$ cat config.mk
export PLATFORM = sky130hd
export DESIGN_NAME = pt_timer
export DESIGN_NICKNAME = d
export VERILOG_FILES = /design/src/design/pt_pkg.sv /design/src/design/pt_tick_if.sv /design/src/design/pt_prescaler.sv /design/src/design/pt_timer.sv
export SDC_FILE = /design/constraint.sdc
export NUM_CORES = 1
export LEC_CHECK = 0
export BUFFER_PORTS_ARGS = -buffer_cell sky130_fd_sc_hd__buf_2
export CAP_MARGIN = 20
export CORE_MARGIN = 1
export CORE_UTILIZATION = 55
export DETAILED_ROUTE_END_ITERATION = 10
export GPL_ROUTABILITY_DRIVEN = 0
export PLACE_DENSITY = 0.87
export SYNTH_ARGS = -nofsm -noshare
export SYNTH_HDL_FRONTEND = slang
export SYNTH_SLANG_ARGS = --single-unit
$ cat constraint.sdc
create_clock -name mclk -period 5.2 [get_ports mclk]
set_input_delay 0 -clock mclk [delete_from_list [all_inputs] [get_ports mclk]]
set_output_delay 0 -clock mclk [all_outputs]
set_load 0.01 [all_outputs]
$ cat src/design/pt_pkg.sv
// package: register map, field layout and reset values of the period timer
package pt_pkg;
    // offsets are register indexes; byte address is four times the index
    localparam logic [7:0] IDX_FLAGS   = 8'h0C;
    localparam logic [7:0] IDX_COUNT   = 8'h11;
    localparam logic [7:0] IDX_CONTROL = 8'h12;
    localparam logic [7:0] IDX_ENABLES = 8'h8C;
    localparam logic [7:0] IDX_PERIOD  = 8'h92;

    localparam logic [7:0] RST_FLAGS   = 8'h00;
    localparam logic [7:0] RST_COUNT   = 8'h00;
    localparam logic [6:0] RST_CONTROL = 7'h00;
    localparam logic [7:0] RST_ENABLES = 8'h00;
    localparam logic [7:0] RST_PERIOD  = 8'hFF;

    localparam int CTL_PRE_LSB   = 0;
    localparam int CTL_RUN_BIT   = 2;
    localparam int CTL_POST_LSB  = 3;
    localparam int FLAG_MATCH_BIT = 1;

    localparam logic [1:0] INSTR_DIV_LAST = 2'h3;
    localparam logic [3:0] PRE_LAST_4     = 4'h3;
    localparam logic [3:0] PRE_LAST_16    = 4'hF;

    typedef enum logic [1:0] {
        PT_PRE_1,
        PT_PRE_4,
        PT_PRE_16
    } pt_pre_t;
endpackage

$ cat src/design/pt_tick_if.sv
// interface: timing ticks and clears between the timer core and scaler
`timescale 1ns/1ps
interface pt_tick_if;
    logic       scaler_clr;
    logic       run;
    logic [1:0] pre_sel;
    logic       tick;
    modport core   (output scaler_clr, output run, output pre_sel,
                    input tick);
    modport scaler (input scaler_clr, input run, input pre_sel,
                    output tick);
endinterface

$ cat src/design/pt_prescaler.sv
// module: instruction clock divider and selectable 1/4/16 prescaler
`timescale 1ns/1ps
module pt_prescaler
    import pt_pkg::*;
(
    input  wire logic mclk,
    input  wire logic rst,
    pt_tick_if.scaler tk
);
    logic [1:0] instr_ff;
    logic [3:0] pre_ff;
    logic       instr_tick;
    logic [3:0] pre_last;
    logic       pre_done;

    assign instr_tick = tk.run && (instr_ff == INSTR_DIV_LAST);
    assign pre_last   = (tk.pre_sel == PT_PRE_1) ? 4'h0 :
                        (tk.pre_sel == PT_PRE_4) ? PRE_LAST_4 :
                        PRE_LAST_16;
    assign pre_done   = (pre_ff >= pre_last);
    assign tk.tick    = instr_tick && pre_done;

    always_ff @(posedge mclk or posedge rst) begin
        if (rst) begin
            instr_ff <= 2'h0;
            pre_ff   <= 4'h0;
        end else if (tk.scaler_clr) begin
            instr_ff <= 2'h0;
            pre_ff   <= 4'h0;
        end else if (tk.run) begin
            instr_ff <= instr_ff + 2'h1;
            if (instr_tick) begin
                pre_ff <= pre_done ? 4'h0 : pre_ff + 4'h1;
            end
        end
    end
endmodule // pt_prescaler

$ cat src/design/pt_timer.sv
// top: 8-bit period timer with prescaler, postscaler and wishbone slave
// How it works
// - instruction clock is mclk/4, prescaled by 1, 4 or 16 via field
// - count up from zero; after equal to period, next tick returns zero
// - period register read/write, resets to all ones
// - count register read/write, cleared on reset
// - matches pass 4-bit postscaler; completion sets flag bit 1
// - postscale ratio is control bits 6..3 plus one
// - timer advances only while control bit 2 is set
// - count or control write, and reset, clear pre and postscalers
// - control write leaves count unchanged
// - raw match pulse offered to serial port as shift clock
// - count and match offered to pwm unit as time base
// - control bit 7 reads zero; other control bits reset to zero
`timescale 1ns/1ps
module pt_timer
    import pt_pkg::*;
(
    input  wire logic        mclk,
    input  wire logic        rst,
    input  wire logic        wb_cyc_i,
    input  wire logic        wb_stb_i,
    input  wire logic        wb_we_i,
    input  wire logic [9:0]  wb_adr_i,
    input  wire logic [3:0]  wb_sel_i,
    input  wire logic [31:0] wb_dat_i,
    output logic      [31:0] wb_dat_o,
    output logic             wb_ack_o,
    output logic             period_match,
    output logic      [7:0]  pwm_timebase,
    output logic             period_irq
);
    import pt_pkg::*;

    // ------------------------------------------------------------
    // registers
    // ------------------------------------------------------------
    logic [7:0] count_ff;
    logic [7:0] period_ff;
    logic [6:0] control_ff;
    logic       flag_ff;
    logic [7:0] enables_ff;
    logic [3:0] post_ff;
    logic       ack_ff;
    logic [31:0] rdata_ff;
    logic       match_ff;

    pt_tick_if tk ();

    // ------------------------------------------------------------
    // bus decode
    // ------------------------------------------------------------
    logic [7:0] idx;
    logic       req;
    logic       wr;
    logic       wr_lane0;
    logic       hit_flags;
    logic       hit_count;
    logic       hit_control;
    logic       hit_enables;
    logic       hit_period;
    logic       wr_count;
    logic       wr_control;
    logic       wr_flags;
    logic [7:0] wbyte;
    logic [7:0] rbyte;

    assign idx         = wb_adr_i[9:2];
    assign req         = wb_cyc_i && wb_stb_i && !ack_ff;
    // writes land at the edge where the master samples ack
    assign wr          = wb_cyc_i && wb_stb_i && wb_we_i && ack_ff;
    assign wr_lane0    = wr && wb_sel_i[0];
    assign wbyte       = wb_dat_i[7:0];
    assign hit_flags   = (idx == IDX_FLAGS);
    assign hit_count   = (idx == IDX_COUNT);
    assign hit_control = (idx == IDX_CONTROL);
    assign hit_enables = (idx == IDX_ENABLES);
    assign hit_period  = (idx == IDX_PERIOD);
    assign wr_count    = wr_lane0 && hit_count;
    assign wr_control  = wr_lane0 && hit_control;
    assign wr_flags    = wr_lane0 && hit_flags;

    // unmapped indexes read zero and are still acknowledged
    assign rbyte = hit_flags   ? {6'h00, flag_ff, 1'b0} :
                   hit_count   ? count_ff :
                   hit_control ? {1'b0, control_ff} :
                   hit_enables ? enables_ff :
                   hit_period  ? period_ff : 8'h00;

    // ------------------------------------------------------------
    // prescaler hookup
    // ------------------------------------------------------------
    assign tk.scaler_clr = wr_count || wr_control;
    assign tk.run        = control_ff[CTL_RUN_BIT];
    assign tk.pre_sel    = control_ff[CTL_PRE_LSB +: 2];

    pt_prescaler u_pre (
        .mclk (mclk),
        .rst  (rst),
        .tk   (tk.scaler)
    );

    // ------------------------------------------------------------
    // counter, match and postscaler
    // ------------------------------------------------------------
    logic       at_period;
    logic       tick_ok;
    logic       match;
    logic [3:0] post_sel;
    logic       post_done;
    logic       flag_set;
    logic [7:0] nxt_count;
    logic [3:0] nxt_post;

    assign at_period = (count_ff == period_ff);
    // a tick that meets a scaler clear is dropped, so the write wins
    assign tick_ok   = tk.tick && !tk.scaler_clr;
    assign match     = tick_ok && at_period;
    assign post_sel  = control_ff[CTL_POST_LSB +: 4];
    assign post_done = match && (post_ff >= post_sel);
    assign flag_set  = post_done;

    assign nxt_count = wr_count ? wbyte :
                       match ? 8'h00 :
                       tick_ok ? count_ff + 8'h01 : count_ff;
    assign nxt_post  = tk.scaler_clr ? 4'h0 :
                       post_done ? 4'h0 :
                       match ? post_ff + 4'h1 : post_ff;

    always_ff @(posedge mclk or posedge rst) begin
        if (rst) begin
            count_ff <= RST_COUNT;
            post_ff  <= 4'h0;
            match_ff <= 1'b0;
        end else begin
            count_ff <= nxt_count;
            post_ff  <= nxt_post;
            match_ff <= match;
        end
    end

    // ------------------------------------------------------------
    // software registers
    // ------------------------------------------------------------
    always_ff @(posedge mclk or posedge rst) begin
        if (rst) begin
            period_ff  <= RST_PERIOD;
            control_ff <= RST_CONTROL;
            enables_ff <= RST_ENABLES;
        end else begin
            if (wr_lane0 && hit_period) begin
                period_ff <= wbyte;
            end
            if (wr_control) begin
                control_ff <= wbyte[6:0];
            end
            if (wr_lane0 && hit_enables) begin
                enables_ff <= wbyte;
            end
        end
    end

    // set wins over a software clear in the same cycle
    always_ff @(posedge mclk or posedge rst) begin
        if (rst) begin
            flag_ff <= RST_FLAGS[FLAG_MATCH_BIT];
        end else if (flag_set) begin
            flag_ff <= 1'b1;
        end else if (wr_flags && !wbyte[FLAG_MATCH_BIT]) begin
            flag_ff <= 1'b0;
        end
    end

    // ------------------------------------------------------------
    // bus answer, one wait state
    // ------------------------------------------------------------
    always_ff @(posedge mclk or posedge rst) begin
        if (rst) begin
            ack_ff   <= 1'b0;
            rdata_ff <= 32'h0000_0000;
        end else begin
            ack_ff   <= req;
            rdata_ff <= req ? {24'h00_0000, rbyte} : 32'h0000_0000;
        end
    end

    assign wb_ack_o     = ack_ff;
    assign wb_dat_o     = rdata_ff;
    assign period_match = match_ff;
    assign pwm_timebase = count_ff;
    assign period_irq   = flag_ff && enables_ff[FLAG_MATCH_BIT];
endmodule // pt_timer

==> impl_metrics.csv, run 1 <==
group,metric,value,unit
die,rows,26,
power,peakVddDrop,0.000151,V
sta,hold_violations,0,
synthesis,synth_top_flop_cell,"dfrtp_1",
cts,cts_buffers,5,
power,p_clk_frac,0.316,
die,dieArea,5710,µm²
worst_setup_path,cp_num_cells,7,
global_routing,grt_pass1_vias,2228,
power,p_leak,1.56,nW
synthesis,synth_area_per_cell,10.1,µm²
route,num_vias,2358,
route,drt_pre_antenna_iters,4,
worst_setup_path,cp-start-kind,"flip-flop",
die,die_h,75.6,µm
cts,clock_sinks,52,
route,drt_wl_total,6510,µm
worst_setup_path,crit_end,"post_ff[0]",
worst_setup_path,cp_slowest_cell,"a211oi_1",
cts,cts_tree,"yes",
worst_setup_path,critPathTopFamily,"simple AND/OR/NAND/NOR gates",
outcome,outcome,"complete, no violations",
finish,synthToLayoutAreaGrowth,12.8,%
worst_setup_path,crit_buf_inv,0,
synthesis,yosys_warnings,0,
worst_setup_path,max_stage_delay,760,ps
worst_setup_path,reg2reg_to,"post_ff[0]",
cts,ctsResizeCount,0,
die,coreArea,5170,µm²
global_routing,grt_pass1_wl,10500,µm
synthesis,synth_cell_types,49,
worst_setup_path,cp_max_fo,8,
sta,slew_headroom,0.299,
cts,clkTransAtPathRegs,80,ps
synthesis,synth-seq-cells,52,
sta,tightest_slew,1050,ps
route,via_per_inst,5.63,
sta,timing.final.crit_share,0.553,
sta,setup_viol,0,
route,drt_iter0_drc,180,
finish,antenna_cells,0,
global_routing,antenna_found_initial,0,
place,hpwlAfterDp,4560,µm
synthesis,syn-instance-count,296,
worst_setup_path,reg2reg_from,"control_ff[0]",
power,p_switching,172,µW
worst_setup_path,crit_arrival,3100,ps
sta,drv_slew,0,
route,drc,0,
finish,fillers,402,
synthesis,async_flop_share,1.00,
synthesis,ys_seq_area_frac,0.441,
sta,rsz0062_at_grt,"false",
worst_setup_path,crit_start,"control_ff[0]",
worst_setup_path,reg2reg_slack,2330,ps
power,power.total,697,µW
finish,seq_area,1310,µm²
global_routing,overflow,0,
global_routing,grt_start_max_net_pins,53,
route,drtAntennaViolNets,0,
sta,setup_tns,0,ps
power,p_sw_frac,0.246,
worst_setup_path,worstSetupEndpointType,"flip-flop",
route,post_drt_wl_per_cell,15.5,µm
job,max_cap_violations,0,
place,numPortBuffers,40,
sta,fin_skew,8.21,ps
cts,cts_buffer_depth,2,
worst_setup_path,r2r.worst_path.cells,7,
worst_setup_path,crit_top_cell,"o21ai_0",
cts,htree_levels,2,
cts,clock-root-buffer,"clkbuf_8",
cts,clk_latency,310,ps
power,powerDensity,208,nW/µm²
worst_setup_path,critPathKind,"reg -> reg",
sta,fmax,348,MHz
synthesis,synth_edf_count,0,
finish,final_nets,412,
die,die_w,75.6,µm
power,pwr-share-seq,0.594,
die,initial_utilization,0.575,
finish,multi_input_comb_area,1500,µm²
hold_path,hp-class,"in -> reg",
finish,drive_above_1_share,0.246,
global_routing,grt_use_total,0.254,
sta,period_needed,2870,ps
synthesis,syn_area,2980,µm²
power,comb_power_share,0.090,
worst_setup_path,cp_cell_sequence,"or2_2, ha_1, o21ai_0, a211oi_1, nand2_1, or3b_2, o21ai_0",
die,num_io_pins,94,
worst_setup_path,cp.required,5430,ps
power,intPower,525,µW
==> cell usage in the layout (no fill, tap or decap), drive strengths merged, types with 2 or more instances in the layout <==
cell / netlist / final
nor2: 18 / 18
or2: 2 / 2
and2: 4 / 4
buf: 25 / 41
nor4b: 2 / 2
nor3: 8 / 8
o21a: 2 / 2
a32oi: 3 / 3
conb: 1 / 24
dfrtp: 44 / 44
o21ai: 14 / 14
nand2: 33 / 33
a211oi: 3 / 3
xnor2: 10 / 10
mux2i: 2 / 2
inv: 14 / 14
dfstp: 8 / 8
nand4: 3 / 3
nand3: 8 / 8
nand2b: 4 / 4
o31ai: 2 / 2
a221o: 2 / 2
nor2b: 4 / 4
clkbuf: 4 / 6
a22oi: 13 / 13
mux2: 18 / 18
dlygate4sd3: 0 / 11
and3: 2 / 2
a21o: 3 / 3
a31oi: 2 / 2
ha: 12 / 12
o2111ai: 2 / 2
a21oi: 14 / 14
==> final cells by class <==
class,count,area share
Clock inverter,1,0.00149
Inverter,14,0.0157
Multi-Input combinational cell,224,0.446
Clock buffer,6,0.0216
Timing Repair Buffer,52,0.0984
Tap cell,70,0.0261
Sequential cell,52,0.391
==> power groups by stage <==
stage | Sequential [mW] | Combinational, mW | Clock [mW]
6_report | 0.414 | 0.0627 | 0.220
5_1_grt | 0.415 | 0.0720 | 0.238
4_1_cts | 0.414 | 0.0610 | 0.222
3_5_place_dp | 0.422 | 0.0544 | 0
3_3_place_gp | 0.422 | 0.0518 | 0
2_1_floorplan | 0.421 | 0.0472 | 0
==> tightest hold or removal path, delay by kind of cell <==
| kind | cells | cell delay, ps |
|---|---|---|
| buffers and inverters | 1 | 90 |
| AO/OA/AOI/OAI | 1 | 90 |
| AND/OR/NAND/NOR | 2 | 170 |
==> cells by family after synthesis <==
kind of cell | synth area share
AOI/OAI and AO/OA | 0.144
other | 0.00126
buffers and inverters | 0.0849
muxes | 0.0749
and+or+nand+nor | 0.172
DFF | 0.441
adders and majority gates | 0.0505
xor gates and xnor gates | 0.0324
==> through the flow <==
step	utilization	hold slack, ps	area (µm²)	instances	worst slack (ps)
after floorplan	-	105	3060	319	2810
after global placement	0.609	254	3150	400	2420
after detailed placement	0.609	267	3150	400	2340
after CTS	0.645	70.5	3340	418	2310
after global routing	0.649	87.9	3360	419	2100
final	0.649	72.3	3360	419	2330
==> what timing repair did <==
action / 4_1_cts / 5_1_grt
setup buffers: 0 / 0
hold buffers: 11 / 0
hold endpoints to repair: 75 / 0
==> synthesized netlist by cell type, types with 3 or more instances <==
master / instances / area, µm²
nand4_1: 3 / 18.8
inv_1: 14 / 52.6
nor3_2: 3 / 30.0
nand3_1: 8 / 40.0
nand2b_1: 3 / 18.8
o21ai_0: 14 / 70.1
and2_1: 3 / 18.8
nor2_1: 18 / 67.6
a21o_1: 3 / 22.5
dfrtp_1: 44 / 1100
nand2_1: 32 / 120
a21oi_1: 14 / 70.1
xnor2_1: 10 / 87.6
clkbuf_1: 4 / 15.0
mux2_2: 18 / 203
ha_1: 12 / 150
buf_4: 24 / 180
nor3_1: 5 / 25.0
dfstp_2: 8 / 210
a22oi_1: 13 / 97.6
a32oi_1: 3 / 26.3
nor2b_1: 4 / 25.0
==> metal layers <==
| metal | track usage | wire, µm |
|---|---|---|
| met1 | 0.356 | 2930 |
| met2 | 0.381 | 3090 |
| met3 | 0.0635 | 396 |
| met4 | 0.0988 | 94 |
| met5 | 0 | 0 |
==> how the worst min path moves through the flow <==
stage / from / end / slack, ps / cells after the start
finish: wb_adr_i[6] / wb_dat_o[1] / 70 / 4
global route: wb_adr_i[6] / wb_dat_o[1] / 90 / 4
CTS: wb_adr_i[6] / wb_dat_o[1] / 70 / 4
detailed placement: wb_dat_i[2] / control_ff[2] / 270 / 3
global placement: wb_dat_i[0] / pwm_timebase[0] / 250 / 3
floorplan: wb_dat_i[2] / control_ff[2] / 110 / 2
==> sequential cells by signal (all words and copies together), names as in the netlist <==
name            count
period_ff           8
control_ff          7
enables_ff          8
period_match        1
post_ff             4
wb_dat_o            8
pwm_timebase        8
u_pre.pre_ff        4
wb_ack_o            1
u_pre.instr_ff      2
flag_ff             1
(Power assumes the default switching activity.)
==> run 2, diff against run 1 <==
--- a/config.mk
+++ b/config.mk
@@ -8,10 +8,10 @@
 export BUFFER_PORTS_ARGS = -buffer_cell sky130_fd_sc_hd__buf_2
 export CAP_MARGIN = 20
 export CORE_MARGIN = 1
-export CORE_UTILIZATION = 55
+export CORE_UTILIZATION = 46
 export DETAILED_ROUTE_END_ITERATION = 10
 export GPL_ROUTABILITY_DRIVEN = 0
-export PLACE_DENSITY = 0.87
+export PLACE_DENSITY = 0.78
 export SYNTH_ARGS = -nofsm -noshare
 export SYNTH_HDL_FRONTEND = slang
 export SYNTH_SLANG_ARGS = --single-unit
==> constraint.sdc (replaced) <==
create_clock -name mclk -period 2.55 [get_ports mclk]
set_input_delay 0 -clock mclk [delete_from_list [all_inputs] [get_ports mclk]]
set_output_delay 0 -clock mclk [all_outputs]
set_load 0.01 [all_outputs]
==> impl_metrics.csv, run 2 (same netlist as run 1, synthesis figures left out) <==
group,metric,value,unit
global_routing,grt_use_total,0.211,
finish,final_nets,426,
worst_setup_path,reg2reg_slack,160,ps
worst_setup_path,cp.required,2790,ps
worst_setup_path,cp_max_fo,7,
job,max_cap_violations,0,
finish,fillers,563,
worst_setup_path,r2r.worst_path.cells,8,
sta,fmax,418,MHz
power,p_switching,374,µW
power,intPower,1.08,mW
power,p_sw_frac,0.257,
place,numPortBuffers,40,
route,num_vias,2374,
hold_path,hp-class,"in -> reg",
die,dieArea,6790,µm²
power,power.total,1.45,mW
place,placed_cells,419,
cts,clock-root-buffer,"clkbuf_8",
worst_setup_path,cp_num_cells,8,
worst_setup_path,max_stage_delay,530,ps
finish,antenna_cells,0,
route,drc,0,
worst_setup_path,crit_end,"post_ff[0]",
die,initial_utilization,0.488,
cts,clkTransAtPathRegs,100,ps
route,drt_wl_total,6610,µm
global_routing,grt_pass1_vias,2188,
worst_setup_path,critPathTopFamily,"simple AND/OR/NAND/NOR gates",
worst_setup_path,cp-start-kind,"flip-flop",
cts,cts_buffers,5,
finish,stdcell_count,439,
power,p_leak,1.64,nW
place,hpwlAfterDp,4840,µm
global_routing,grt_pass1_wl,10600,µm
route,post_drt_wl_per_cell,15.1,µm
die,die_h,82.4,µm
sta,setup_viol,0,
sta,fin_skew,15.9,ps
sta,setup_tns,0,ps
cts,htree_levels,2,
power,peakVddDrop,0.000256,V
die,num_io_pins,94,
worst_setup_path,crit_buf_inv,1,
finish,drive_above_1_share,0.280,
sta,slew_headroom,0.583,
cts,cts_tree,"yes",
cts,cts_buffer_depth,2,
worst_setup_path,critPathKind,"reg -> reg",
route,via_per_inst,5.41,
route,drt_iter0_drc,127,
worst_setup_path,worstSetupEndpointType,"flip-flop",
sta,drv_slew,0,
place,dpl_worst_slack,129,ps
die,coreArea,6100,µm²
worst_setup_path,reg2reg_from,"control_ff[0]",
worst_setup_path,reg2reg_to,"post_ff[0]",
sta,rsz0062_at_grt,"false",
die,rows,28,
sta,hold_violations,0,
finish,layout_commonest_cell,"dfrtp_1",
cts,clock_sinks,52,
route,drt_pre_antenna_iters,4,
sta,tightest_slew,625,ps
power,powerDensity,419,nW/µm²
sta,timing.final.crit_share,0.939,
sta,period_needed,2390,ps
finish,final_cell_mix,"dfrtp_1, buf_2, nand2_1",
outcome,outcome,"complete, no violations",
finish,synthToLayoutAreaGrowth,16.6,%
power,pwr-share-seq,0.581,
die,die_w,82.4,µm
power,p_clk_frac,0.333,
global_routing,overflow,0,
finish,fin_util,0.569,
cts,clk_latency,320,ps
worst_setup_path,cp_slowest_cell,"or3b_2",
worst_setup_path,crit_arrival,2630,ps
sta,setup_ws,156,ps
finish,design_area,3470,µm²
global_routing,antenna_found_initial,0,
global_routing,grt_start_max_net_pins,31,
place,placed_cell_area,3260,µm²
worst_setup_path,crit_start,"control_ff[0]",
worst_setup_path,cp_cell_sequence,"or2_2, ha_1, o21ai_0, a211oi_1, buf_4, nand2_1, or3b_2, o21ai_1",
route,drtAntennaViolNets,0,
power,comb_power_share,0.086,
sta,hold_ws,72.4,ps
## run 2: cell types whose count changed in the layout (fill, tap and decap cells not counted)
cell      before  now
o21ai_0       14   12
buf_12         1    0
clkbuf_1       1    0
buf_4          0   15
o21ai_1        0    2
inv_6          0    1
clkinv_4       0    1
## run 2: area by class of cell
type	count	area [µm²]	area share
clock buffer	5	68.8	0.0198
multi-input combinational	224	1500	0.432
sequential	52	1310	0.378
timing repair buffer	66	423	0.122
inverter	14	52.6	0.0151
tap	75	93.8	0.0270
clock inverter	3	22.5	0.00649
## run 2: power groups by stage
stage	registers [mW]	clock network (mW)	logic, mW
after CTS	0.844	0.495	0.125
after global routing	0.846	0.527	0.143
after detailed placement	0.860	0	0.113
final	0.844	0.484	0.125
after floorplan	0.859	0	0.0963
after global placement	0.860	0	0.109
## run 2: metal layers
layer  up-vias  global-route usage  routed length (µm)  share of wire
li1       1137                   -                   -              -
met1      1137               0.288                2900           0.44
met2        92               0.342                3140           0.47
met3         8              0.0363                 485          0.073
met4         0              0.0614                  82          0.012
met5         -                   0                   0              0
## run 2: worst min-delay path by stage
stage | from | end | cells past startpoint
finish | wb_adr_i[6] | wb_dat_o[1] | 4
global route | wb_adr_i[6] | wb_dat_o[1] | 4
CTS | wb_adr_i[6] | wb_dat_o[1] | 4
detailed placement | rst | wb_dat_o[4] | 2
global placement | rst | wb_dat_o[4] | 2
floorplan | wb_dat_i[2] | control_ff[2] | 2
## run 2: timing repair
item,CTS,global route
endpoints found under the setup margin,0,2
resized for setup,0,2
buffers inserted,0,1
endpoints found under the hold margin,54,0
hold buffers,11,0
## run 2: worst reg2reg max path, stage by stage, from the launching register on
cell	delay, ps
dfrtp_1	420
or2_2	320
ha_1	280
o21ai_0	110
a211oi_1	220
buf_4	200
nand2_1	110
or3b_2	530
o21ai_1	140
